--- src/hw/prot_defines.svh ---
// Constants for the protection inhibit and annunciation block
`ifndef PROT_DEFINES_SVH
`define PROT_DEFINES_SVH
`define NUM_PROT         21
`define NUM_LEVELS       8
`define DELAY_W          16
`define HORN_W           10
`define HORN_OFF         10'h000
`define HORN_LATCH       10'h3e7
`define CLK_HZ           20000000
`define SEC_CYCLES       (`CLK_HZ)
`define RPT_W            16
`define RUN_IVL_DEF      16'h0384
`define STOP_IVL_DEF     16'h0e10
`define KA_IVL_DEF       16'h0000
`define SERVER_PORT_STD  16'hcf3c
`define EVT_ALARM_BIT    0
`define EVT_WARN_BIT     1
`define HB_HALF_CYCLES   (`CLK_HZ / 2)
`endif

--- src/hw/prot_pkg.sv ---
// Types shared by the protection block
package prot_pkg;
   typedef enum logic [1:0] {ST_DISABLED, ST_ENABLED, ST_ACTIVE, ST_TRIP} prot_state_t;
endpackage : prot_pkg

--- src/hw/prot_if.sv ---
// Per-protection carrier between top and channel
`timescale 1ns/1ps
`default_nettype none
interface prot_if;
   logic        over;
   logic        inhibit;
   logic [15:0] delay;
   logic        tick;
   logic        trip;
   logic        active;
   modport top (output over, inhibit, delay, tick, input trip, active);
   modport chan(input over, inhibit, delay, tick, output trip, active);
endinterface : prot_if
`default_nettype wire

--- src/hw/prot_annunciator.sv ---
// Protection supervision, inhibit masks, anomaly latch, horn and reporting
//
// How it works
// - Zero delay disables a protection
// - Over threshold goes active, trips after delay
// - Asserted inhibit level blocks masked protections
// - Unselected protections stay enabled always
// - Mask bit n selects protection n
// - New anomaly sounds horn and flashes code
// - Anomaly stays latched until acknowledged
// - Acknowledged warning clears when cause gone
// - Unacknowledged alarm blocks restart permission
// - Horn duration zero never sounds horn
// - Duration 999 holds horn until silence or acknowledge
// - Duration 1-998 ends horn on timeout
// - Silence stops horn only, keeps flashing
// - Reporting only when cloud enable set
// - Zero port server never contacted
// - Periodic reports, running and stopped intervals
// - Keep-alive report every configured minutes
// - Event reports gated by mask bits
// - Voltage type selects reported voltages
// - Heartbeat led flashes at all times, running or stopped
// - Acknowledged alarms clear on reset edge or off/reset key, cause absent
`timescale 1ns/1ps
`default_nettype none
`include "prot_defines.svh"
module prot_annunciator #(
   parameter int NPROT     = `NUM_PROT,
   parameter int NLVL      = `NUM_LEVELS,
   parameter int SEC_CYC   = `SEC_CYCLES,
   parameter int HB_CYC    = `HB_HALF_CYCLES,
   parameter int MIN_SECS  = 60
) (
   // Clock and reset
   input  wire logic                    clk_sys_in,
   input  wire logic                    arst_n_in,
   // Protection measurement and settings
   input  wire logic [NPROT-1:0]        over_thresh_in,
   input  wire logic [NPROT*16-1:0]     prot_delay_in,
   // Inhibit levels
   input  wire logic [NLVL-1:0]         inhibit_input_level_in,
   input  wire logic [NLVL*NPROT-1:0]   inhibit_mask_in,
   // Warning causes from plant
   input  wire logic                    warn_cause_in,
   // Panel
   input  wire logic                    ack_key_in,
   input  wire logic                    silence_key_in,
   input  wire logic                    off_reset_key_in,
   input  wire logic                    alarm_reset_input_in,
   input  wire logic [9:0]              horn_duration_in,
   // Reporting configuration
   input  wire logic                    cloud_enable_in,
   input  wire logic [15:0]             primary_port_in,
   input  wire logic [15:0]             secondary_port_in,
   input  wire logic [15:0]             run_interval_in,
   input  wire logic [15:0]             stop_interval_in,
   input  wire logic [15:0]             keepalive_min_in,
   input  wire logic [6:0]              event_mask_in,
   input  wire logic                    volt_type_in,
   input  wire logic                    gen_running_in,
   // Protection state
   output logic [NPROT-1:0]             prot_trip_out,
   output logic [NPROT-1:0]             prot_active_out,
   // Annunciation
   output logic                         alarm_latched_out,
   output logic                         warn_latched_out,
   output logic                         flash_out,
   output logic                         horn_out,
   output logic                         restart_ok_out,
   output logic                         heartbeat_out,
   // Reporting requests
   output logic                         report_periodic_out,
   output logic                         report_keepalive_out,
   output logic                         report_event_out,
   output logic                         use_primary_out,
   output logic                         use_secondary_out,
   output logic                         report_ll_volts_out
);
   // Refused at elaboration: the channel carrier and counters serve only these
   if (NPROT != `NUM_PROT || NLVL < 1 || SEC_CYC < 2 ||
       HB_CYC < 1 || MIN_SECS < 1) begin : g_bad_params
      $error("prot_annunciator: unsupported parameters");
   end

   ////////////////////////////////////////////////////////////////////////////////////
   // Inhibit combine and protection channels
   logic [NPROT-1:0] inhibit_vec;
   logic [NPROT-1:0] trip_vec;
   logic [NPROT-1:0] act_vec;

   always_comb begin
      inhibit_vec = '0;
      for (int l = 0; l < NLVL; l++) begin
         // Mask bit n belongs to protection n, so a plain OR of levels serves
         if (inhibit_input_level_in[l]) inhibit_vec |= inhibit_mask_in[l*NPROT +: NPROT];
      end
   end

   // Tick for delay counting: one per second
   logic [31:0] sec_cnt_q, sec_cnt_d;
   logic        sec_tick;
   assign sec_tick = (sec_cnt_q == 32'(SEC_CYC - 1));

   always_comb begin
      sec_cnt_d = sec_tick ? '0 : sec_cnt_q + 32'h0000_0001;
   end

   genvar g;
   generate
      for (g = 0; g < NPROT; g++) begin : g_prot
         prot_if pif ();
         assign pif.over    = over_thresh_in[g];
         assign pif.inhibit = inhibit_vec[g];
         assign pif.delay   = prot_delay_in[g*16 +: 16];
         assign pif.tick    = sec_tick;
         assign trip_vec[g] = pif.trip;
         assign act_vec[g]  = pif.active;
         prot_channel u_chan (
            .clk_sys_in (clk_sys_in),
            .arst_n_in  (arst_n_in),
            .pif        (pif.chan)
         );
      end
   endgenerate

   ////////////////////////////////////////////////////////////////////////////////////
   // Anomaly latches
   logic alarm_q, alarm_d;
   logic warn_q, warn_d;
   logic unack_q, unack_d;
   logic alarm_cause;
   logic new_anom;
   logic rst_in_q;
   logic alarm_clear;

   assign alarm_cause = |trip_vec;
   assign new_anom    = (alarm_cause && !alarm_q) || (warn_cause_in && !warn_q);
   // Edge from inactive to active on the reset input, or key in off/reset
   assign alarm_clear = (alarm_reset_input_in && !rst_in_q) || off_reset_key_in;

   always_comb begin
      alarm_d = alarm_q;
      warn_d  = warn_q;
      unack_d = unack_q;
      if (ack_key_in) unack_d = 1'b0;
      if (alarm_clear && !alarm_cause && !unack_q) alarm_d = 1'b0;
      if (!unack_q && !warn_cause_in) warn_d = 1'b0;
      // New anomaly wins over a clear in the same cycle
      if (alarm_cause) alarm_d = 1'b1;
      if (warn_cause_in) warn_d = 1'b1;
      if (new_anom) unack_d = 1'b1;
   end

   always_ff @(posedge clk_sys_in or negedge arst_n_in) begin
      if (!arst_n_in) begin
         alarm_q  <= 1'b0;
         warn_q   <= 1'b0;
         unack_q  <= 1'b0;
         rst_in_q <= 1'b0;
      end else begin
         alarm_q  <= alarm_d;
         warn_q   <= warn_d;
         unack_q  <= unack_d;
         rst_in_q <= alarm_reset_input_in;
      end
   end

   ////////////////////////////////////////////////////////////////////////////////////
   // Horn timer
   logic        horn_q, horn_d;
   logic [9:0]  horn_sec_q, horn_sec_d;

   always_comb begin
      horn_d     = horn_q;
      horn_sec_d = horn_sec_q;
      // Seconds may wrap in latch mode, harmless as no timeout applies there
      if (horn_q && sec_tick) horn_sec_d = horn_sec_q + 10'h001;
      if (silence_key_in || ack_key_in) horn_d = 1'b0;
      if (horn_duration_in != `HORN_LATCH && horn_q && horn_sec_q >= horn_duration_in)
         horn_d = 1'b0;
      if (new_anom && horn_duration_in != `HORN_OFF) begin
         horn_d     = 1'b1;
         horn_sec_d = '0;
      end
      if (horn_duration_in == `HORN_OFF) horn_d = 1'b0;
   end

   always_ff @(posedge clk_sys_in or negedge arst_n_in) begin
      if (!arst_n_in) begin
         horn_q     <= 1'b0;
         horn_sec_q <= '0;
      end else begin
         horn_q     <= horn_d;
         horn_sec_q <= horn_sec_d;
      end
   end

   ////////////////////////////////////////////////////////////////////////////////////
   // Reporting counters
   logic [15:0] per_q, per_d;
   logic [15:0] ka_sec_q, ka_sec_d;
   logic [15:0] ka_min_q, ka_min_d;
   logic        per_fire, ka_fire, evt_fire;
   logic        port_ok;
   logic [15:0] ivl;

   assign ivl     = gen_running_in ? run_interval_in : stop_interval_in;
   // Both ports zero means nowhere to send, so hold every request back
   assign port_ok = (primary_port_in != '0) || (secondary_port_in != '0);

   // Minutes keep counting while keep-alive is zero, so a later non-zero
   // setting fires as soon as the running minute count reaches it, not after a full interval
   always_comb begin
      per_d    = per_q;
      ka_sec_d = ka_sec_q;
      ka_min_d = ka_min_q;
      per_fire = 1'b0;
      ka_fire  = 1'b0;
      if (!cloud_enable_in) begin
         per_d    = '0;
         ka_sec_d = '0;
         ka_min_d = '0;
      end else if (sec_tick) begin
         per_d = per_q + 16'h0001;
         if (ivl != '0 && per_d >= ivl) begin
            per_d    = '0;
            per_fire = 1'b1;
         end
         ka_sec_d = ka_sec_q + 16'h0001;
         if (ka_sec_d >= 16'(MIN_SECS)) begin
            ka_sec_d = '0;
            ka_min_d = ka_min_q + 16'h0001;
            if (keepalive_min_in != '0 && ka_min_d >= keepalive_min_in) begin
               ka_min_d = '0;
               ka_fire  = 1'b1;
            end
         end
      end
      evt_fire = ((alarm_cause && !alarm_q && event_mask_in[`EVT_ALARM_BIT]) ||
                  (warn_cause_in && !warn_q && event_mask_in[`EVT_WARN_BIT]));
   end

   logic per_r_q, ka_r_q, evt_r_q;

   always_ff @(posedge clk_sys_in or negedge arst_n_in) begin
      if (!arst_n_in) begin
         per_q   <= '0;
         ka_sec_q <= '0;
         ka_min_q <= '0;
         per_r_q <= 1'b0;
         ka_r_q  <= 1'b0;
         evt_r_q <= 1'b0;
      end else begin
         per_q    <= per_d;
         ka_sec_q <= ka_sec_d;
         ka_min_q <= ka_min_d;
         per_r_q  <= per_fire && port_ok;
         ka_r_q   <= ka_fire && port_ok;
         evt_r_q  <= evt_fire && cloud_enable_in && port_ok;
      end
   end

   ////////////////////////////////////////////////////////////////////////////////////
   // Heartbeat
   logic [31:0] hb_q, hb_d;
   logic        led_q, led_d;

   always_comb begin
      hb_d  = hb_q + 32'h0000_0001;
      led_d = led_q;
      if (hb_q == 32'(HB_CYC - 1)) begin
         hb_d  = '0;
         led_d = !led_q;
      end
   end

   always_ff @(posedge clk_sys_in or negedge arst_n_in) begin
      if (!arst_n_in) begin
         hb_q      <= '0;
         led_q     <= 1'b0;
         sec_cnt_q <= '0;
      end else begin
         hb_q      <= hb_d;
         led_q     <= led_d;
         sec_cnt_q <= sec_cnt_d;
      end
   end

   ////////////////////////////////////////////////////////////////////////////////////
   // Outputs
   assign prot_trip_out        = trip_vec;
   assign prot_active_out      = act_vec;
   assign alarm_latched_out    = alarm_q;
   assign warn_latched_out     = warn_q;
   assign flash_out            = unack_q;
   assign horn_out             = horn_q;
   assign restart_ok_out       = !(alarm_q && unack_q);
   assign heartbeat_out        = led_q;
   assign report_periodic_out  = per_r_q;
   assign report_keepalive_out = ka_r_q;
   assign report_event_out     = evt_r_q;
   assign use_primary_out      = cloud_enable_in && primary_port_in != '0;
   assign use_secondary_out    = cloud_enable_in && secondary_port_in != '0;
   assign report_ll_volts_out  = !volt_type_in;

   ////////////////////////////////////////////////////////////////////////////////////
   // Checks
   a_inhibit_no_trip: assert property (@(posedge clk_sys_in) disable iff (!arst_n_in)
      ($past(inhibit_vec) & ~$past(trip_vec) & trip_vec) == '0) else $error("inhibited trip");
   a_latch_holds: assert property (@(posedge clk_sys_in) disable iff (!arst_n_in)
      alarm_q && unack_q |=> alarm_q) else $error("alarm dropped unacked");
   a_warn_autoclr: assert property (@(posedge clk_sys_in) disable iff (!arst_n_in)
      warn_q && !unack_q && !warn_cause_in |=> !warn_q) else $error("warn not cleared");
   a_restart_block: assert property (@(posedge clk_sys_in) disable iff (!arst_n_in)
      alarm_q && flash_out |-> !restart_ok_out) else $error("restart allowed");
   a_horn_zero: assert property (@(posedge clk_sys_in) disable iff (!arst_n_in)
      horn_duration_in == `HORN_OFF |=> !horn_out) else $error("horn with zero");
   a_silence_keeps: assert property (@(posedge clk_sys_in) disable iff (!arst_n_in)
      silence_key_in && !ack_key_in && unack_q && !new_anom |=> !horn_out && flash_out)
      else $error("silence wrong");
   a_new_horn: assert property (@(posedge clk_sys_in) disable iff (!arst_n_in)
      new_anom && horn_duration_in != `HORN_OFF |=> horn_out && flash_out)
      else $error("no horn on anomaly");
   a_cloud_off: assert property (@(posedge clk_sys_in) disable iff (!arst_n_in)
      !cloud_enable_in |=> !report_event_out && !report_periodic_out)
      else $error("report while off");
   c_horn: cover property (@(posedge clk_sys_in) disable iff (!arst_n_in) $rose(horn_out));
   c_ack: cover property (@(posedge clk_sys_in) disable iff (!arst_n_in) $fell(flash_out));
   c_per: cover property (@(posedge clk_sys_in) disable iff (!arst_n_in) report_periodic_out);
   c_warn_clr: cover property (@(posedge clk_sys_in) disable iff (!arst_n_in) $fell(warn_q));
   a_alarm_clear: assert property (@(posedge clk_sys_in) disable iff (!arst_n_in)
      $fell(alarm_q) |-> $past(alarm_clear) && !$past(alarm_cause))
      else $error("alarm cleared without reset");
   a_no_port_report: assert property (@(posedge clk_sys_in) disable iff (!arst_n_in)
      primary_port_in == '0 && secondary_port_in == '0 |=>
      !report_periodic_out && !report_keepalive_out && !report_event_out) else $error("no port");
   a_horn_timeout: assert property (@(posedge clk_sys_in) disable iff (!arst_n_in)
      horn_q && horn_duration_in != `HORN_LATCH && horn_duration_in != `HORN_OFF &&
      horn_sec_q >= horn_duration_in && !new_anom |=> !horn_out) else $error("horn overran");
   a_ka_off: assert property (@(posedge clk_sys_in) disable iff (!arst_n_in)
      keepalive_min_in == '0 |=> !report_keepalive_out) else $error("keep-alive at zero");
endmodule : prot_annunciator
`default_nettype wire

--- src/hw/prot_channel.sv ---
// One protection: enable, active, trip sequence
`timescale 1ns/1ps
`default_nettype none
`include "prot_defines.svh"
module prot_channel (
   // Clock and reset
   input  wire logic clk_sys_in,
   input  wire logic arst_n_in,
   // Channel
   prot_if.chan      pif
);
   prot_pkg::prot_state_t     state_q, state_d;
   logic [`DELAY_W-1:0]       cnt_q, cnt_d;

   always_comb begin
      state_d = state_q;
      cnt_d   = cnt_q;
      case (state_q)
         prot_pkg::ST_DISABLED: begin
            if (pif.delay != '0) state_d = prot_pkg::ST_ENABLED;
         end
         prot_pkg::ST_ENABLED: begin
            cnt_d = '0;
            if (pif.over) state_d = prot_pkg::ST_ACTIVE;
         end
         prot_pkg::ST_ACTIVE: begin
            if (!pif.over) state_d = prot_pkg::ST_ENABLED;
            else if (pif.tick) begin
               cnt_d = cnt_q + 1'b1;
               // Inhibit holds off the trip but leaves timing running
               if (cnt_d >= pif.delay && !pif.inhibit) state_d = prot_pkg::ST_TRIP;
            end
         end
         prot_pkg::ST_TRIP: begin
            if (!pif.over) state_d = prot_pkg::ST_ENABLED;
         end
         default: state_d = prot_pkg::ST_DISABLED;
      endcase
      if (pif.delay == '0) state_d = prot_pkg::ST_DISABLED;
   end

   always_ff @(posedge clk_sys_in or negedge arst_n_in) begin
      if (!arst_n_in) begin
         state_q <= prot_pkg::ST_DISABLED;
         cnt_q   <= '0;
      end else begin
         state_q <= state_d;
         cnt_q   <= cnt_d;
      end
   end

   assign pif.trip   = (state_q == prot_pkg::ST_TRIP);
   assign pif.active = (state_q == prot_pkg::ST_ACTIVE);

   a_zero_delay_off: assert property (@(posedge clk_sys_in) disable iff (!arst_n_in)
      pif.delay == '0 |=> state_q == prot_pkg::ST_DISABLED) else $error("zero delay not off");
   a_trip_needs_over: assert property (@(posedge clk_sys_in) disable iff (!arst_n_in)
      $rose(pif.trip) |-> $past(pif.over) && !$past(pif.inhibit)) else $error("bad trip");
   a_drop_restores: assert property (@(posedge clk_sys_in) disable iff (!arst_n_in)
      pif.active && !pif.over && pif.delay != '0 |=> state_q == prot_pkg::ST_ENABLED)
      else $error("not restored");
   c_trip: cover property (@(posedge clk_sys_in) disable iff (!arst_n_in) $rose(pif.trip));
endmodule : prot_channel
`default_nettype wire

--- config.mk ---
export PLATFORM = sky130hd
export DESIGN_NAME = prot_annunciator
export DESIGN_NICKNAME = d
export VERILOG_FILES = /design/src/hw/prot_pkg.sv /design/src/hw/prot_if.sv /design/src/hw/prot_annunciator.sv /design/src/hw/prot_channel.sv
export VERILOG_INCLUDE_DIRS = /design/src /design/src/hw
export SDC_FILE = /design/constraint.sdc
export NUM_CORES = 2
export LEC_CHECK = 0
export BUFFER_PORTS_ARGS = -buffer_cell sky130_fd_sc_hd__buf_4
export CAP_MARGIN = 5
export CORE_MARGIN = 2
export CORE_UTILIZATION = 25
export CTS_CLUSTER_SIZE = 30
export DETAILED_ROUTE_END_ITERATION = 8
export PLACE_DENSITY = 0.42
export SYNTH_ARGS = -nofsm -noshare
export SYNTH_HDL_FRONTEND = slang
export SYNTH_HIERARCHICAL = 1
export SYNTH_SLANG_ARGS = --single-unit
--- constraint.sdc ---
create_clock -name clk_sys_in -period 3.15 [get_ports clk_sys_in]
set_clock_uncertainty 0.15 [all_clocks]
set_input_delay 0.7875 -clock clk_sys_in [delete_from_list [all_inputs] [get_ports clk_sys_in]]
set_output_delay 0.7875 -clock clk_sys_in [all_outputs]
set_load 0.02 [all_outputs]
==> flow_summary_export.csv <==
group,metric,value,unit
power,p_sw,7.77,mW
timing,worst_slack,-0.107,ns
outcome,outcome,"finished with violations",
synthesis,avgSynthCellArea,8.40,sq um
synthesis,ys_ff_latch,509,
timing,setup_viol,9,
setup_path,start_kind,"register",
setup_path,path_buf_inv,2,
layout,multi_input_area,29300,sq um
setup_path,crit_cells,16,
placement,place_congestion,0.905,
timing,tightest_slew,0.663,ns
grt,grt_pass1_vias,41775,
clocking,cts_buffer_depth,3,
synthesis,yosysSeqAreaShare,29.9,%
timing,slew_viol_final,0,
grt,grtUsageTotal,17.7,%
timing,final_hold_viol_count,0,
setup_path,critPathLaunch,"per_q[0]",
power,power.total,22.6,mW
floorplanning,die-area,174000,sq um
routing,wl,159,mm
placement,dp_cells,8370,
floorplanning,rows,151,
clocking,cts.clk_slew.worst_paths,0.06,ns
placement,io_buffers,688,
power,p_comb_share,29.4,%
floorplanning,fp.dieH,417,microns
setup_path,r2r_end,"per_q[2]",
setup_path,critPathKind,"register to register",
power,internal-power,14.8,mW
clocking,clock_latency,0.64,ns
power,swShare,34.4,%
synthesis,postSynthCellCount,5068,
setup_path,endpoint,"per_q[2]",
setup_path,cpLargestDelayFamily,"compound AO/OA/AOI/OAI gates",
job,drv_cap,0,
setup_path,end_kind,"register",
synthesis,yosys.area.top_type,"dfrtp_1",
power,clkPwrFrac,38.7,%
timing,holdWs,0.104,ns
clocking,root_buffer,"clkbuf_16",
synthesis,synth-edff-count,0,
layout,nets,7578,
grt,grt_pass1_wl,242,mm
setup_path,worstReg2RegStart,"per_q[0]",
placement,dpl_cell_area,54400,sq um
layout,fillCellCount,17514,
layout,seq_area,12700,sq um
routing,dr.pass1.iters,5,
routing,wl_per_cell,18.2,microns
layout,final_cells,8727,
floorplanning,start_util,25.1,%
setup_path,arrival,3.65,ns
setup_path,cp.required,3.54,ns
routing,drtIter0Drc,2066,
timing,rsz0062_at_grt,"yes",
power,p_leak,32.0,nW
floorplanning,io_pins,694,
floorplanning,die_w,417,microns
synthesis,synth_top_flop_cell,"dfrtp_1",
synthesis,syn_nets,6198,
layout,final_area,61000,sq um
timing,max_freq,0.307,GHz
outcome,violations,"setup timing",
setup_path,cp_slowest_cell,"dfrtp_2",
routing,ant_nets,0,
timing,max_slew_margin,55.7,%
synthesis,ys_types,70,
setup_path,cpPeakStageDelay,0.44,ns
clocking,numCtsBuffers,75,
setup_path,reg2reg_depth,16,
routing,drc_errors,0,
layout,syn_to_final_growth,43.3,%
synthesis,yosys-top-cells-area,"dfrtp_1, ha_1, xnor2_1",
grt,gr-total-overflow,0,
clocking,cts_tree,"built",
timing,min_period_over_period,103,%
synthesis,synth_top_area_share,29.9,%
worst_hold_path,hold_class,"input port to register",
routing,via_count,41805,
timing,tns,-0.354,ns
power,vdd_drop_max,0.000318,V
floorplanning,coreArea,169000,sq um
routing,viasPerCell,4.79,
grt,antenna_found_initial,21,
setup_path,crit_fanout,6,
synthesis,netlist_area,42600,sq um
placement,dp_hpwl,124,mm
synthesis,yosysWarnings,6,
setup_path,reg2reg_slack,-0.11,ns
grt,grt_max_degree,57,
setup_path,path_cells,"ha_4, nand3_4, nor2_4, and3_4, nand3_4, xnor2_4, ha_2, a21o_1, a21o_1, a21oi_2, o41ai_2, o31ai_2, buf_4, buf_12, nand4b_1, a31oi_1",
power,power_frac_seq,31.9,%
timing,fin_crit,3.26,ns
power,p_per_area,370,nW/um^2
synthesis,async_reset_ff_share,100,%
clocking,clkSinkCount,509,
layout,drive_above_1_share,31.7,%
clocking,htreeDepth,3,
-- stage by stage --
step           setup WS, ns  util (%)
3_5_place_dp         -0.255      32.1
3_3_place_gp         -0.232      32.1
2_1_floorplan       -0.0223         -
4_1_cts             -0.0151      34.6
6_report             -0.107      36.0
5_1_grt              -0.221      36.0
-- synthesized netlist by cell type (all sizes together), types with 49 or more instances --
cell type    n
a31oi      115
ha         490
and3       215
xnor2      243
a22oi       90
nand2      527
a21o        85
buf         75
o21ai      381
o31ai       69
nor2       276
clkbuf     157
nand2b      49
inv        458
xor2       151
mux2i       69
nand4      177
a21oi      152
nor4       138
dfrtp      509
nand3      282
nor3        64
-- cell usage in the layout, fill, tap and decap left out, types with 62 or more instances in the layout --
| master | netlist | layout |
|---|---|---|
| nand3_2 | 2 | 62 |
| buf_4 | 45 | 1486 |
| nor2_1 | 275 | 271 |
| a21oi_1 | 152 | 142 |
| inv_1 | 457 | 457 |
| a22oi_1 | 89 | 89 |
| and3_1 | 213 | 176 |
| clkbuf_16 | 0 | 77 |
| nor4_1 | 136 | 134 |
| ha_1 | 490 | 460 |
| o31ai_1 | 68 | 62 |
| a31oi_1 | 94 | 94 |
| mux2i_1 | 69 | 69 |
| a21o_1 | 85 | 84 |
| xnor2_1 | 243 | 188 |
| nand4_1 | 156 | 156 |
| dfrtp_1 | 509 | 506 |
| o21ai_0 | 381 | 373 |
| nand2_1 | 526 | 518 |
| xor2_1 | 151 | 142 |
| nand3_1 | 280 | 197 |
-- how the worst min path moves through the flow --
stage,startpoint,end,slack [ns],cells past startpoint
floorplan,hb_q[6],hb_q[6],0.29,1
global placement,sec_cnt_q[31],sec_cnt_q[31],0.31,1
detailed placement,hb_q[6],hb_q[6],0.32,1
CTS,alarm_reset_input_in,rst_in_q,0.02,1
global route,alarm_reset_input_in,rst_in_q,0.06,1
finish,alarm_reset_input_in,rst_in_q,0.10,1
-- cell type report --
class | instances | area share [%]
multi-input combinational | 3869 | 48.1
sequential | 509 | 20.9
timing repair buffer | 1535 | 19.5
tap | 2218 | 4.55
clock buffer | 110 | 3.69
inverter | 458 | 2.83
clock inverter | 20 | 0.437
antenna | 8 | 0.0328
-- timing repair --
action	4_1_cts	5_1_grt
hold buffers	1	0
pin swaps	97	205
resized for setup	121	310
cloned	2	2
setup endpoints to repair	77	227
setup buffers	123	101
hold endpoints to repair	29	0
-- cells by family (layout without fill, tap and decap cells) --
logic type | count (synthesis) | in the layout | synth area share, %
simple gates | 1905 | 1905 | 24.4
buf+inv | 690 | 2123 | 6.68
flops | 509 | 509 | 29.9
other cells | 0 | 8 | 0
xor+xnor | 394 | 394 | 8.11
fa+ha+maj | 490 | 490 | 14.4
mux | 71 | 71 | 1.68
compound gates | 1009 | 1009 | 14.9
-- power by group through the flow --
stage | combinational (mW) | sequential, mW | clock [mW]
2_1_floorplan | 3.69 | 7.24 | 0
3_3_place_gp | 6.41 | 7.29 | 0
3_5_place_dp | 6.47 | 7.30 | 0
4_1_cts | 6.68 | 7.19 | 9.15
5_1_grt | 7.39 | 7.24 | 9.38
6_report | 6.64 | 7.19 | 8.75
-- worst register-to-register path, stage by stage, from the launching register on --
cell and delay [ns]:
dfrtp_2 0.44, ha_4 0.17, nand3_4 0.07, nor2_4 0.12, and3_4 0.23, nand3_4 0.10
xnor2_4 0.17, ha_2 0.18, a21o_1 0.17, a21o_1 0.17, a21oi_2 0.19, o41ai_2 0.11
o31ai_2 0.26, buf_4 0.21, buf_12 0.13, nand4b_1 0.10, a31oi_1 0.19
-- flip-flops by register name (all words and copies together) (netlist names) --
name / count
report_event_out: 1
alarm_latched_out: 1
horn_sec_q: 10
rst_in_q: 1
report_periodic_out: 1
g_prot.u_chan/state_q: 42
hb_q: 32
report_keepalive_out: 1
ka_sec_q: 16
heartbeat_out: 1
flash_out: 1
per_q: 16
g_prot.u_chan/cnt_q: 336
warn_latched_out: 1
ka_min_q: 16
horn_out: 1
sec_cnt_q: 32
-- routing by layer --
metal | share of wire, % | global-route usage (%) | up-vias
met1 | 45 | 23.0 | 20116
met5 | 0.0069 | 0 | -
li1 | - | - | 20829
met4 | 2.1 | 4.78 | 2
met2 | 49 | 30.7 | 691
met3 | 3.3 | 2.12 | 167
Note: power is estimated with default switching activity, not from simulation.
